===== src/aoot_defines.svh =====
// constants of the auto-off override timer: times, counts, strap values
// assumes a single 40 MHz clock domain
`ifndef AOOT_DEFINES_SVH
`define AOOT_DEFINES_SVH

// ----------------------------------------------------------------------
// clock
// ----------------------------------------------------------------------
`define AOOT_CLK_HZ        40000000
`define AOOT_CYC_PER_MS    (`AOOT_CLK_HZ / 1000)

// ----------------------------------------------------------------------
// override pulse thresholds, measured from the acquisition end that saw it
// ----------------------------------------------------------------------
`define AOOT_RELOAD_MS     10
`define AOOT_CANCEL_MS     50
`define AOOT_RELOAD_CYC    (`AOOT_RELOAD_MS * `AOOT_CYC_PER_MS)
`define AOOT_CANCEL_CYC    (`AOOT_CANCEL_MS * `AOOT_CYC_PER_MS)

// ----------------------------------------------------------------------
// delay values
// ----------------------------------------------------------------------
`define AOOT_SEC_PER_MIN   60
`define AOOT_SHORT_MIN     15
`define AOOT_LONG_MIN      60
`define AOOT_RC_STEP_S     15
`define AOOT_RC_MIN        4
`define AOOT_RC_MAX        240
`define AOOT_MULT_LO       1
`define AOOT_MULT_HI       24
`define AOOT_DELAY_W       17

// ----------------------------------------------------------------------
// start-up
// ----------------------------------------------------------------------
`define AOOT_SETTLE_CYC    2'h3

`endif


===== src/aoot_pkg.sv =====
// types of the auto-off override timer
// assumes aoot_defines.svh for all numeric values
package aoot_pkg;

  // hard-wired or rc connection of the delay strap
  typedef enum logic [1:0] {
    AOOT_STRAP_OFF,
    AOOT_STRAP_ON,
    AOOT_STRAP_OUT,
    AOOT_STRAP_RC
  } aoot_strap_t;

  // override sequencing
  typedef enum logic [1:0] {
    AOOT_ST_SETTLE,
    AOOT_ST_RUN,
    AOOT_ST_HELD,
    AOOT_ST_RECAL
  } aoot_state_t;

endpackage


===== src/aoot_cd_if.sv =====
// link between the override sequencer and the seconds countdown
// assumes one clock shared by both ends
`timescale 1ns/10ps
`include "aoot_defines.svh"

interface aoot_cd_if;
  logic                     load;
  logic                     stop;
  logic                     infinite;
  logic [`AOOT_DELAY_W-1:0] load_secs;
  logic                     expired;

  modport ctrl (output load, output stop, output infinite, output load_secs, input expired);
  modport cnt  (input load, input stop, input infinite, input load_secs, output expired);
endinterface


===== src/aoot_countdown.sv =====
// seconds countdown for the auto-off delay
// assumes load and stop are one-cycle pulses from the sequencer
`timescale 1ns/10ps
`include "aoot_defines.svh"

module aoot_countdown #(
  parameter int unsigned SEC_CYC = `AOOT_CLK_HZ
) (
  // clock and reset
  input  wire logic clk,
  input  wire logic rst_n,
  // sequencer side
  aoot_cd_if.cnt    cd
);

  localparam int unsigned PW = $clog2(SEC_CYC);

  logic [PW-1:0]            pre_reg,   pre_next;
  logic [`AOOT_DELAY_W-1:0] secs_reg,  secs_next;
  logic                     run_reg,   run_next;
  logic                     inf_reg,   inf_next;
  logic                     exp_reg,   exp_next;

  // ----------------------------------------------------------------------
  // next state
  // ----------------------------------------------------------------------
  always_comb begin
    pre_next  = pre_reg;
    secs_next = secs_reg;
    run_next  = run_reg;
    inf_next  = inf_reg;
    exp_next  = 1'b0;
    if (cd.load) begin
      pre_next  = '0;
      secs_next = cd.load_secs;
      inf_next  = cd.infinite;
      run_next  = 1'b1;
    end else if (cd.stop) begin
      run_next = 1'b0;
    end else if (run_reg && !inf_reg) begin
      if (pre_reg == PW'(SEC_CYC - 1)) begin
        pre_next = '0;
        if (secs_reg <= `AOOT_DELAY_W'(1)) begin
          run_next = 1'b0;
          exp_next = 1'b1;
        end else begin
          secs_next = secs_reg - `AOOT_DELAY_W'(1);
        end
      end else begin
        pre_next = pre_reg + PW'(1);
      end
    end
  end

  // ----------------------------------------------------------------------
  // registers
  // ----------------------------------------------------------------------
  always_ff @(posedge clk or negedge rst_n) begin
    if (!rst_n) begin
      pre_reg  <= '0;
      secs_reg <= '0;
      run_reg  <= 1'b0;
      inf_reg  <= 1'b0;
      exp_reg  <= 1'b0;
    end else begin
      pre_reg  <= pre_next;
      secs_reg <= secs_next;
      run_reg  <= run_next;
      inf_reg  <= inf_next;
      exp_reg  <= exp_next;
    end
  end

  assign cd.expired = exp_reg;

endmodule // aoot_countdown


===== src/aoot_timer.sv =====
// auto-off delay, sustain and cancel logic of a single-key toggle sensor
// assumes acquisition logic on clk supplies acq_end and touch_toggle pulses
// and the measured rc product; straps and the multiplier level are pins
`timescale 1ns/10ps
`include "aoot_defines.svh"

module aoot_timer #(
  parameter int unsigned RELOAD_CYC = `AOOT_RELOAD_CYC,
  parameter int unsigned CANCEL_CYC = `AOOT_CANCEL_CYC,
  parameter int unsigned SEC_CYC    = `AOOT_CLK_HZ
) (
  // clock and reset
  input  wire logic       clk,
  input  wire logic       rst_n,
  // strap pins
  input  wire logic       multiplier_strap_level,
  input  wire logic [1:0] time_strap,
  // measurement of the timing network
  input  wire logic [15:0] rc_product,
  input  wire logic [7:0]  supply_k,
  // acquisition logic
  input  wire logic       acq_end,
  input  wire logic       touch_toggle,
  // status and control to acquisition logic
  output logic            out_on,
  output logic            burst_inhibit,
  output logic            touch_inhibit,
  output logic            recal_req
);

  localparam int unsigned WW = $clog2(CANCEL_CYC + 1);

  // ----------------------------------------------------------------------
  // pin synchronisers
  // ----------------------------------------------------------------------
  logic [2:0] sync1_reg;
  logic [2:0] sync2_reg;

  always_ff @(posedge clk or negedge rst_n) begin
    if (!rst_n) begin
      sync1_reg <= 3'h0;
      sync2_reg <= 3'h0;
    end else begin
      sync1_reg <= {time_strap, multiplier_strap_level};
      sync2_reg <= sync1_reg;
    end
  end

  logic       mult_lvl;
  logic [1:0] time_lvl;
  assign mult_lvl = sync2_reg[0];
  assign time_lvl = sync2_reg[2:1];

  // ----------------------------------------------------------------------
  // sequencer state
  // ----------------------------------------------------------------------
  aoot_pkg::aoot_state_t  st_reg,     st_next;
  logic [1:0]             settle_reg, settle_next;
  logic                   x24_reg,    x24_next;
  aoot_pkg::aoot_strap_t  strap_reg,  strap_next;
  logic [WW-1:0]          width_reg,  width_next;
  logic                   cancel_reg, cancel_next;
  logic                   on_reg,     on_next;
  logic                   recal_reg,  recal_next;

  aoot_cd_if cd ();

  // ----------------------------------------------------------------------
  // delay computation
  // ----------------------------------------------------------------------
  logic [31:0] rc_q;
  logic [31:0] base_s;
  logic [31:0] full_s;
  logic        infinite;

  always_comb begin
    rc_q     = (supply_k == 8'h00) ? 32'(rc_product) : 32'(rc_product / supply_k);
    if (rc_q == 32'h0) begin
      rc_q = 32'h1;
    end
    base_s   = 32'h0;
    infinite = 1'b0;
    unique case (strap_reg)
      aoot_pkg::AOOT_STRAP_OFF: begin
        infinite = 1'b1;
      end
      aoot_pkg::AOOT_STRAP_ON: begin
        base_s = `AOOT_SHORT_MIN * `AOOT_SEC_PER_MIN;
      end
      aoot_pkg::AOOT_STRAP_OUT: begin
        base_s = `AOOT_LONG_MIN * `AOOT_SEC_PER_MIN;
      end
      aoot_pkg::AOOT_STRAP_RC: begin
        if (rc_product < 16'(`AOOT_RC_MIN)) begin
          base_s = `AOOT_LONG_MIN * `AOOT_SEC_PER_MIN;
        end else if (rc_product > 16'(`AOOT_RC_MAX)) begin
          infinite = 1'b1;
        end else begin
          base_s = rc_q * `AOOT_RC_STEP_S;
        end
      end
    endcase
    full_s = base_s * (x24_reg ? `AOOT_MULT_HI : `AOOT_MULT_LO);
  end

  // ----------------------------------------------------------------------
  // sequencer next state
  // ----------------------------------------------------------------------
  always_comb begin
    st_next      = st_reg;
    settle_next  = settle_reg;
    x24_next     = x24_reg;
    strap_next   = strap_reg;
    width_next   = width_reg;
    cancel_next  = cancel_reg;
    on_next      = on_reg;
    recal_next   = 1'b0;
    cd.load      = 1'b0;
    cd.stop      = 1'b0;
    cd.infinite  = infinite;
    cd.load_secs = full_s[`AOOT_DELAY_W-1:0];
    unique case (st_reg)
      aoot_pkg::AOOT_ST_SETTLE: begin
        // let the synchronisers fill before straps are captured
        if (settle_reg == `AOOT_SETTLE_CYC) begin
          x24_next   = mult_lvl;
          strap_next = aoot_pkg::aoot_strap_t'(time_lvl);
          st_next    = aoot_pkg::AOOT_ST_RUN;
        end else begin
          settle_next = settle_reg + 2'h1;
        end
      end
      aoot_pkg::AOOT_ST_RUN: begin
        if (acq_end && (mult_lvl != x24_reg)) begin
          st_next     = aoot_pkg::AOOT_ST_HELD;
          width_next  = '0;
          cancel_next = 1'b0;
        end else if (cd.expired && on_reg) begin
          on_next = 1'b0;
        end else if (touch_toggle) begin
          on_next = !on_reg;
          if (!on_reg) begin
            cd.load = 1'b1;
          end else begin
            cd.stop = 1'b1;
          end
        end
      end
      aoot_pkg::AOOT_ST_HELD: begin
        if (mult_lvl == x24_reg) begin
          // level is back: reload only for a medium pulse
          if (!cancel_reg && (width_reg > WW'(RELOAD_CYC)) && on_reg) begin
            cd.load = 1'b1;
          end
          st_next    = aoot_pkg::AOOT_ST_RECAL;
          recal_next = 1'b1;
        end else begin
          if (width_reg != WW'(CANCEL_CYC)) begin
            width_next = width_reg + WW'(1);
          end else if (!cancel_reg) begin
            cancel_next = 1'b1;
            on_next     = 1'b0;
            cd.stop     = 1'b1;
          end
          if (cd.expired && on_reg && !cancel_reg) begin
            on_next = 1'b0;
          end
        end
      end
      aoot_pkg::AOOT_ST_RECAL: begin
        st_next = aoot_pkg::AOOT_ST_RUN;
        if (cd.expired && on_reg) begin
          on_next = 1'b0;
        end
      end
    endcase
  end

  // ----------------------------------------------------------------------
  // sequencer registers
  // ----------------------------------------------------------------------
  always_ff @(posedge clk or negedge rst_n) begin
    if (!rst_n) begin
      st_reg     <= aoot_pkg::AOOT_ST_SETTLE;
      settle_reg <= 2'h0;
      x24_reg    <= 1'b0;
      strap_reg  <= aoot_pkg::AOOT_STRAP_OFF;
      width_reg  <= '0;
      cancel_reg <= 1'b0;
      on_reg     <= 1'b0;
      recal_reg  <= 1'b0;
    end else begin
      st_reg     <= st_next;
      settle_reg <= settle_next;
      x24_reg    <= x24_next;
      strap_reg  <= strap_next;
      width_reg  <= width_next;
      cancel_reg <= cancel_next;
      on_reg     <= on_next;
      recal_reg  <= recal_next;
    end
  end

  // ----------------------------------------------------------------------
  // seconds countdown
  // ----------------------------------------------------------------------
  aoot_countdown #(
    .SEC_CYC (SEC_CYC)
  ) u_countdown (
    .clk   (clk),
    .rst_n (rst_n),
    .cd    (cd.cnt)
  );

  // ----------------------------------------------------------------------
  // outputs
  // ----------------------------------------------------------------------
  assign out_on        = on_reg;
  assign recal_req     = recal_reg;
  assign burst_inhibit = (st_reg == aoot_pkg::AOOT_ST_HELD) ||
                         (st_reg == aoot_pkg::AOOT_ST_SETTLE);
  assign touch_inhibit = (st_reg != aoot_pkg::AOOT_ST_RUN);

endmodule // aoot_timer


===== config.mk =====
export PLATFORM = sky130hd
export DESIGN_NAME = aoot_timer
export DESIGN_NICKNAME = d
export VERILOG_FILES = /design/src/aoot_pkg.sv /design/src/aoot_cd_if.sv /design/src/aoot_countdown.sv /design/src/aoot_timer.sv
export VERILOG_INCLUDE_DIRS = /design/src
export SDC_FILE = /design/constraint.sdc
export NUM_CORES = 1
export LEC_CHECK = 0
export BUFFER_PORTS_ARGS = -buffer_cell sky130_fd_sc_hd__buf_2
export CORE_MARGIN = 2
export CORE_UTILIZATION = 25
export CTS_BUF_LIST = sky130_fd_sc_hd__clkbuf_8
export DETAILED_ROUTE_END_ITERATION = 10
export PLACE_DENSITY_LB_ADDON = 0.05
export SLEW_MARGIN = 20
export SYNTH_ARGS = -nofsm -noshare
export SYNTH_HDL_FRONTEND = slang
export SYNTH_SLANG_ARGS = --single-unit

===== constraint.sdc =====
create_clock -name clk -period 5.3 [get_ports clk]
set_clock_uncertainty 0.05 [all_clocks]
set_input_delay 0.53 -clock clk [delete_from_list [all_inputs] [get_ports clk]]
set_output_delay 0.53 -clock clk [all_outputs]
set_load 0.02 [all_outputs]

==> results of run 1 <==
cell type report:
| cell class | count | area, sq um | area share, % |
|---|---|---|---|
| inverters | 164 | 629 | 1.41 |
| repair buffers | 1919 | 14500 | 32.5 |
| multi-input cells | 3269 | 25400 | 57.0 |
| well taps | 1380 | 1730 | 3.87 |
| clock inverters | 6 | 88.8 | 0.199 |
| diodes | 1 | 2.50 | 0.00561 |
| flip-flops and latches | 83 | 2080 | 4.66 |
| clock buffers | 10 | 138 | 0.308 |
per-stage QoR:
step / cell area (sq um) / utilization [%]
3_3_place_gp: 40700 / 39.4
3_5_place_dp: 40700 / 39.4
2_1_floorplan: 27600 / -
4_1_cts: 42700 / 41.4
5_1_grt: 44600 / 43.2
6_report: 44600 / 43.2
placed cells by master (no fill, tap or decap), types with 60 or more instances in the layout:
master	count
sky130_fd_sc_hd__inv_1	143
sky130_fd_sc_hd__xnor2_1	117
sky130_fd_sc_hd__buf_4	1844
sky130_fd_sc_hd__a21o_1	64
sky130_fd_sc_hd__nor3_1	218
sky130_fd_sc_hd__ha_1	238
sky130_fd_sc_hd__a21oi_1	150
sky130_fd_sc_hd__o21ai_0	123
sky130_fd_sc_hd__xor2_1	89
sky130_fd_sc_hd__o31ai_1	74
sky130_fd_sc_hd__nor2_1	318
sky130_fd_sc_hd__o21a_1	159
sky130_fd_sc_hd__nand3_1	106
sky130_fd_sc_hd__nand4_1	60
sky130_fd_sc_hd__nand2_1	301
sky130_fd_sc_hd__dfrtp_1	83
worst paths after layout:
path,startpoint,endpoint,slack [ns],cells past startpoint
worst max-delay path,supply_k[0],u_countdown.secs_reg[8],-67.73,427
worst max register to register,strap_reg[1],u_countdown.secs_reg[8],0.09,29
max in group asynchronous,rst_n,u_countdown.pre_reg[1],4.08,2
worst min register to register,sync1_reg[0],sync2_reg[0],0.31,0
worst min-delay path,rst_n,width_reg[15],0.03,1
min in group clk,time_strap[0],sync1_reg[1],0.21,1
kinds of logic after synthesis:
kind of cell	synth area share [%]
other cells	0.0144
fa+ha+maj	17.2
flops	7.99
mux	3.45
simple gates	30.8
buf+inv	3.75
xor+xnor	7.34
compound gates	29.5
what timing repair did:
item	4_1_cts	5_1_grt
pin swaps	88	175
gates resized for setup	79	202
endpoints found under the setup margin	17	17
buffers inserted	187	114
worst max-delay path: cells and delay by family:
kind,cells,cell delay (ns)
simple gates,108,17.49
xor+xnor,2,0.31
compound gates,189,33.21
mux,10,2.84
buf+inv,84,9.34
fa+ha+maj,34,9.40
metal layers:
layer	global-route usage [%]	share of wire, %
met4	3.22	1.7
met1	28.2	50
met3	0.656	1.5
met2	33.8	47
met5	0	0
==> run_summary.xml, run 1 <==
<?xml version="1.0" encoding="UTF-8"?>
<metrics>
  <group name="outcome">
    <metric name="run_status" unit="">finished, violations left</metric>
    <metric name="violations" unit="">setup timing</metric>
  </group>
  <group name="sta">
    <metric name="setup_slack" unit="ns">-67.73</metric>
    <metric name="setup_violations" unit="">17</metric>
    <metric name="setup_total_negative_slack" unit="ns">-1120.52</metric>
    <metric name="worst_slew_pin_slew" unit="ns">0.866</metric>
    <metric name="clock.fmax" unit="GHz">0.0137</metric>
    <metric name="setup_repair_after_global_routing_missed_its_margin" unit="">yes</metric>
    <metric name="slew-limit-headroom" unit="%">41.8</metric>
    <metric name="hold-worst-slack" unit="ns">0.0338</metric>
    <metric name="hold_violations" unit="">0</metric>
    <metric name="drv_slew" unit="">0</metric>
    <metric name="min_period_over_period" unit="%">1380</metric>
    <metric name="period_needed" unit="ns">73.03</metric>
  </group>
  <group name="logic_synthesis">
    <metric name="synth_area_per_cell" unit="sq um">7.25</metric>
    <metric name="synth_top_cell_area_share" unit="%">14.2</metric>
    <metric name="share_of_synthesized_registers_carrying_an_async_set_or_reset" unit="%">100</metric>
    <metric name="synth.area.top_cells" unit="">sky130_fd_sc_hd__ha_1 (14%), sky130_fd_sc_hd__dfrtp_1 (8.0%), sky130_fd_sc_hd__nor2_1 (5.3%)</metric>
    <metric name="number_of_synthesized_flops_with_an_enable_pin" unit="">0</metric>
    <metric name="post-synth-top-count-cell" unit="">sky130_fd_sc_hd__nor2_1</metric>
    <metric name="syn_inst" unit="">3585</metric>
    <metric name="syn_area" unit="sq um">26000</metric>
    <metric name="synth.distinct_cells" unit="">135</metric>
    <metric name="synth_commonest_cells" unit="">sky130_fd_sc_hd__nor2_1 (370), sky130_fd_sc_hd__nand2_1 (328), sky130_fd_sc_hd__ha_1 (295)</metric>
    <metric name="synth-seq-area-share" unit="%">7.99</metric>
    <metric name="ys_seq_elements" unit="">83</metric>
    <metric name="synth_largest_area_cell" unit="">sky130_fd_sc_hd__ha_1</metric>
    <metric name="synthesis.yosys.warnings" unit="">0</metric>
    <metric name="dominantRegCellSynth" unit="">sky130_fd_sc_hd__dfrtp_1</metric>
  </group>
  <group name="clock_tree">
    <metric name="clock_tree.buffer_depth" unit="">2</metric>
    <metric name="cts_hold_buf" unit="">0</metric>
    <metric name="worstSkewPairLatency" unit="ns">0.37</metric>
    <metric name="ctsHtreeMaxLevel" unit="">3</metric>
    <metric name="numCtsBuffers" unit="">9</metric>
    <metric name="clock_tree_from_tritoncts" unit="">yes</metric>
    <metric name="clkTransAtPathRegs" unit="ns">0.09</metric>
    <metric name="tritoncts_sinks" unit="">83</metric>
    <metric name="clockRootBuffer" unit="">sky130_fd_sc_hd__clkbuf_8</metric>
  </group>
  <group name="floorplanning">
    <metric name="initial_utilization" unit="%">25.2</metric>
    <metric name="io_pins" unit="">35</metric>
    <metric name="dieHeight" unit="um">327</metric>
    <metric name="dieWidth" unit="um">327</metric>
    <metric name="core_region_area" unit="sq um">103000</metric>
    <metric name="std_cell_rows" unit="">118</metric>
    <metric name="floorplan.die_area" unit="sq um">107000</metric>
  </group>
  <group name="route">
    <metric name="post_detailed_route_drc_marker_count" unit="">0</metric>
    <metric name="ant_nets" unit="">0</metric>
    <metric name="post_drt_wl_per_cell" unit="um">16.0</metric>
    <metric name="drt_iter0_markers" unit="">1527</metric>
    <metric name="route.vias.total" unit="">33100</metric>
    <metric name="viasPerCell" unit="">4.84</metric>
    <metric name="drtPass1Iterations" unit="">7</metric>
    <metric name="finalWirelength" unit="mm">109</metric>
  </group>
  <group name="final_layout">
    <metric name="max_reg_flops" unit="">26</metric>
    <metric name="drive_gt1_share" unit="%">45.4</metric>
    <metric name="layout.nets" unit="">5810</metric>
    <metric name="area_growth" unit="%">71.5</metric>
    <metric name="final_cell_count_no_fill" unit="">6832</metric>
    <metric name="num-fill-cells" unit="">10800</metric>
  </group>
  <group name="worst_setup_path">
    <metric name="slowest_cp_cell" unit="">sky130_fd_sc_hd__fa_1</metric>
    <metric name="crit_path_start_kind" unit="">primary input</metric>
    <metric name="path_class" unit="">in2reg</metric>
    <metric name="crit_path_max_incr_delay" unit="ns">0.55</metric>
    <metric name="crit_path_end_kind" unit="">register</metric>
    <metric name="cpMostUsedCell" unit="">sky130_fd_sc_hd__o21a_1</metric>
    <metric name="arrival" unit="ns">73.23</metric>
    <metric name="timing.critical_path.fanout_max" unit="">6</metric>
    <metric name="worstPathRequired" unit="ns">5.49</metric>
  </group>
  <group name="hold_path">
    <metric name="worstHoldPathType" unit="">in2async</metric>
  </group>
  <group name="placement">
    <metric name="dp_slack" unit="ns">-70.17</metric>
    <metric name="post-dp-hpwl" unit="mm">89.8</metric>
    <metric name="globalplace.congestion" unit="">0.832</metric>
    <metric name="dp_cell_count" unit="">6515</metric>
    <metric name="io_buffers" unit="">34</metric>
  </group>
  <group name="global_route">
    <metric name="antenna_found_initial" unit="">2</metric>
    <metric name="via_count_of_the_first_global_routing_pass" unit="">32600</metric>
    <metric name="grt_start_max_net_pins" unit="">53</metric>
    <metric name="grt_pass1_wl" unit="mm">174</metric>
    <metric name="overflow" unit="">0</metric>
    <metric name="grt_use_total" unit="%">19.9</metric>
  </group>
  <group name="flow_run">
    <metric name="drv_cap" unit="">0</metric>
  </group>
</metrics>
Power of run 1 is left out: the tool's default activity adds up to more than one toggle a clock period on the data nets, which glitch-free logic cannot reach.
==> run 2: changes to the inputs <==
- CTS_BUF_LIST: sky130_fd_sc_hd__clkbuf_8 -> unset
==> run 2 against run 1 <==
The flow still finishes with violations (setup timing). Largest cell class unchanged. Critical path depth fell by 2. Utilization grew 0.098 points. Die area stayed put. Worst setup slack worse by 0.065 ns. Non-clock buffer count unchanged. First-iteration DRC count is 1.8% lower. Count of clock-buffer cells in the layout increased by 1. Highest routed layer unchanged. Via count is essentially flat. Routed wire length about the same.
==> run_summary.xml, run 2 (same netlist as run 1, synthesis figures left out) <==
<?xml version="1.0" encoding="UTF-8"?>
<metrics>
  <group name="route">
    <metric name="route.vias.total" unit="">33000</metric>
    <metric name="viasPerCell" unit="">4.84</metric>
    <metric name="post_drt_wl_per_cell" unit="um">16.0</metric>
    <metric name="drt_iter0_markers" unit="">1500</metric>
    <metric name="post_detailed_route_drc_marker_count" unit="">0</metric>
    <metric name="ant_nets" unit="">0</metric>
    <metric name="finalWirelength" unit="mm">109</metric>
    <metric name="drtPass1Iterations" unit="">7</metric>
  </group>
  <group name="worst_setup_path">
    <metric name="slowest_cp_cell" unit="">sky130_fd_sc_hd__or4_1</metric>
    <metric name="timing.critical_path.max_delay_family" unit="">compound AO/OA/AOI/OAI gates</metric>
    <metric name="cpMostUsedCell" unit="">sky130_fd_sc_hd__o21a_1</metric>
    <metric name="timing.critical_path.fanout_max" unit="">6</metric>
    <metric name="worstPathRequired" unit="ns">5.46</metric>
    <metric name="crit_path_start_kind" unit="">primary input</metric>
    <metric name="register_to_register_path_setup_slack" unit="ns">0.08</metric>
    <metric name="regToRegStartpoint" unit="">strap_reg[1]</metric>
    <metric name="path_class" unit="">in2reg</metric>
    <metric name="timing.critical_path.buf_inv" unit="">83</metric>
    <metric name="arrival" unit="ns">73.26</metric>
    <metric name="crit_path_end_kind" unit="">register</metric>
    <metric name="crit_path_launch" unit="">supply_k[7]</metric>
    <metric name="crit_path_max_incr_delay" unit="ns">0.62</metric>
  </group>
  <group name="global_route">
    <metric name="antenna_found_initial" unit="">2</metric>
    <metric name="via_count_of_the_first_global_routing_pass" unit="">32600</metric>
    <metric name="grt_start_max_net_pins" unit="">53</metric>
    <metric name="grt_use_total" unit="%">19.9</metric>
    <metric name="grt_pass1_wl" unit="mm">175</metric>
    <metric name="overflow" unit="">0</metric>
  </group>
  <group name="flow_run">
    <metric name="drv_cap" unit="">0</metric>
  </group>
  <group name="sta">
    <metric name="clock.fmax" unit="GHz">0.0137</metric>
    <metric name="min_period_over_period" unit="%">1380</metric>
    <metric name="hold_violations" unit="">0</metric>
    <metric name="setup_violations" unit="">17</metric>
    <metric name="worst_slew_pin_slew" unit="ns">0.907</metric>
    <metric name="period_needed" unit="ns">73.10</metric>
    <metric name="drv_slew" unit="">0</metric>
    <metric name="setup_slack" unit="ns">-67.80</metric>
    <metric name="setup_repair_after_global_routing_missed_its_margin" unit="">yes</metric>
    <metric name="slew-limit-headroom" unit="%">39.0</metric>
  </group>
  <group name="placement">
    <metric name="globalplace.congestion" unit="">0.832</metric>
    <metric name="io_buffers" unit="">34</metric>
    <metric name="post-dp-hpwl" unit="mm">89.8</metric>
    <metric name="dp_slack" unit="ns">-70.17</metric>
  </group>
  <group name="outcome">
    <metric name="run_status" unit="">finished, violations left</metric>
    <metric name="violations" unit="">setup timing</metric>
  </group>
  <group name="clock_tree">
    <metric name="ctsHtreeMaxLevel" unit="">3</metric>
    <metric name="tritoncts_sinks" unit="">83</metric>
    <metric name="clock_tree_from_tritoncts" unit="">yes</metric>
    <metric name="clkTransAtPathRegs" unit="ns">0.06</metric>
    <metric name="numCtsBuffers" unit="">9</metric>
    <metric name="clockRootBuffer" unit="">sky130_fd_sc_hd__clkbuf_16</metric>
    <metric name="cts_hold_buf" unit="">0</metric>
    <metric name="clock_tree.buffer_depth" unit="">2</metric>
    <metric name="worstSkewPairLatency" unit="ns">0.34</metric>
  </group>
  <group name="floorplanning">
    <metric name="floorplan.die_area" unit="sq um">107000</metric>
    <metric name="dieHeight" unit="um">327</metric>
    <metric name="core_region_area" unit="sq um">103000</metric>
    <metric name="io_pins" unit="">35</metric>
    <metric name="std_cell_rows" unit="">118</metric>
    <metric name="initial_utilization" unit="%">25.2</metric>
    <metric name="dieWidth" unit="um">327</metric>
  </group>
  <group name="final_layout">
    <metric name="post-route-util" unit="%">43.3</metric>
    <metric name="layout.nets" unit="">5810</metric>
    <metric name="max_reg_flops" unit="">26</metric>
    <metric name="area_growth" unit="%">71.9</metric>
    <metric name="mostFrequentLayoutCells" unit="">sky130_fd_sc_hd__buf_4 (1844), sky130_fd_sc_hd__nor2_1 (318), sky130_fd_sc_hd__nand2_1 (301), sky130_fd_sc_hd__ha_1 (238), sky130_fd_sc_hd__nor3_1 (218)</metric>
    <metric name="drive_gt1_share" unit="%">45.4</metric>
    <metric name="mostFrequentLayoutCell" unit="">sky130_fd_sc_hd__buf_4</metric>
  </group>
  <group name="hold_path">
    <metric name="worstHoldPathType" unit="">in2async</metric>
  </group>
</metrics>
==> run 2: changes by cell type in the layout (fill, tap and decap cells not counted) <==
cell / before / now
sky130_fd_sc_hd__clkbuf_1: 0 / 1
sky130_fd_sc_hd__clkbuf_16: 0 / 9
sky130_fd_sc_hd__clkbuf_8: 10 / 1
sky130_fd_sc_hd__inv_1: 143 / 142
==> run 2: area by class of cell <==
| type | count | area, sq um |
|---|---|---|
| Clock buffer | 11 | 243 |
| Multi-Input combinational cell | 3269 | 25400 |
| Sequential cell | 83 | 2080 |
| Antenna cell | 1 | 2.50 |
| Tap cell | 1380 | 1730 |
| Fill cell | 10800 | 58600 |
| Timing Repair Buffer | 1919 | 14500 |
| Clock inverter | 5 | 85.1 |
| Inverter | 164 | 629 |
==> run 2: path summary, 6_finish.rpt <==
| check | to | cells past startpoint |
|---|---|---|
| max | u_countdown.secs_reg[8] | 425 |
| min | width_reg[15] | 1 |
| max reg2reg | u_countdown.secs_reg[8] | 29 |
| min reg2reg | sync2_reg[0] | 0 |
| max in group asynchronous | u_countdown.pre_reg[13] | 2 |
| min in group clk | sync1_reg[1] | 1 |
==> run 2: routing by layer <==
metal	up-vias	part of all wire (%)	track usage, %	wire [um]
met5	-	0	0	0
met4	0	1.7	3.34	1860
met3	93	1.5	0.710	1610
met2	359	47	33.8	50900
met1	15400	50	28.1	55000
li1	17200	-	-	-
==> run 2: through the flow <==
step | area [sq um] | instances | setup TNS [ns] | hold slack, ns
2_1_floorplan | 27600 | 3600 | -1206.62 | 0.184
5_1_grt | 44700 | 6832 | -1191.67 | 0.0954
3_3_place_gp | 40700 | 6515 | -1142.36 | 0.288
6_report | 44700 | 6832 | -1121.65 | 0.0726
3_5_place_dp | 40700 | 6515 | -1162.55 | 0.287
4_1_cts | 42800 | 6718 | -1126.68 | 0.0882
==> run 2: timing repair <==
| action | 4_1_cts | 5_1_grt |
|---|---|---|
| setup buffers | 187 | 114 |
| setup endpoints to repair | 17 | 17 |
| gates resized for setup | 79 | 202 |
| pin swaps | 88 | 175 |
Power of run 2 is left out for the same reason.
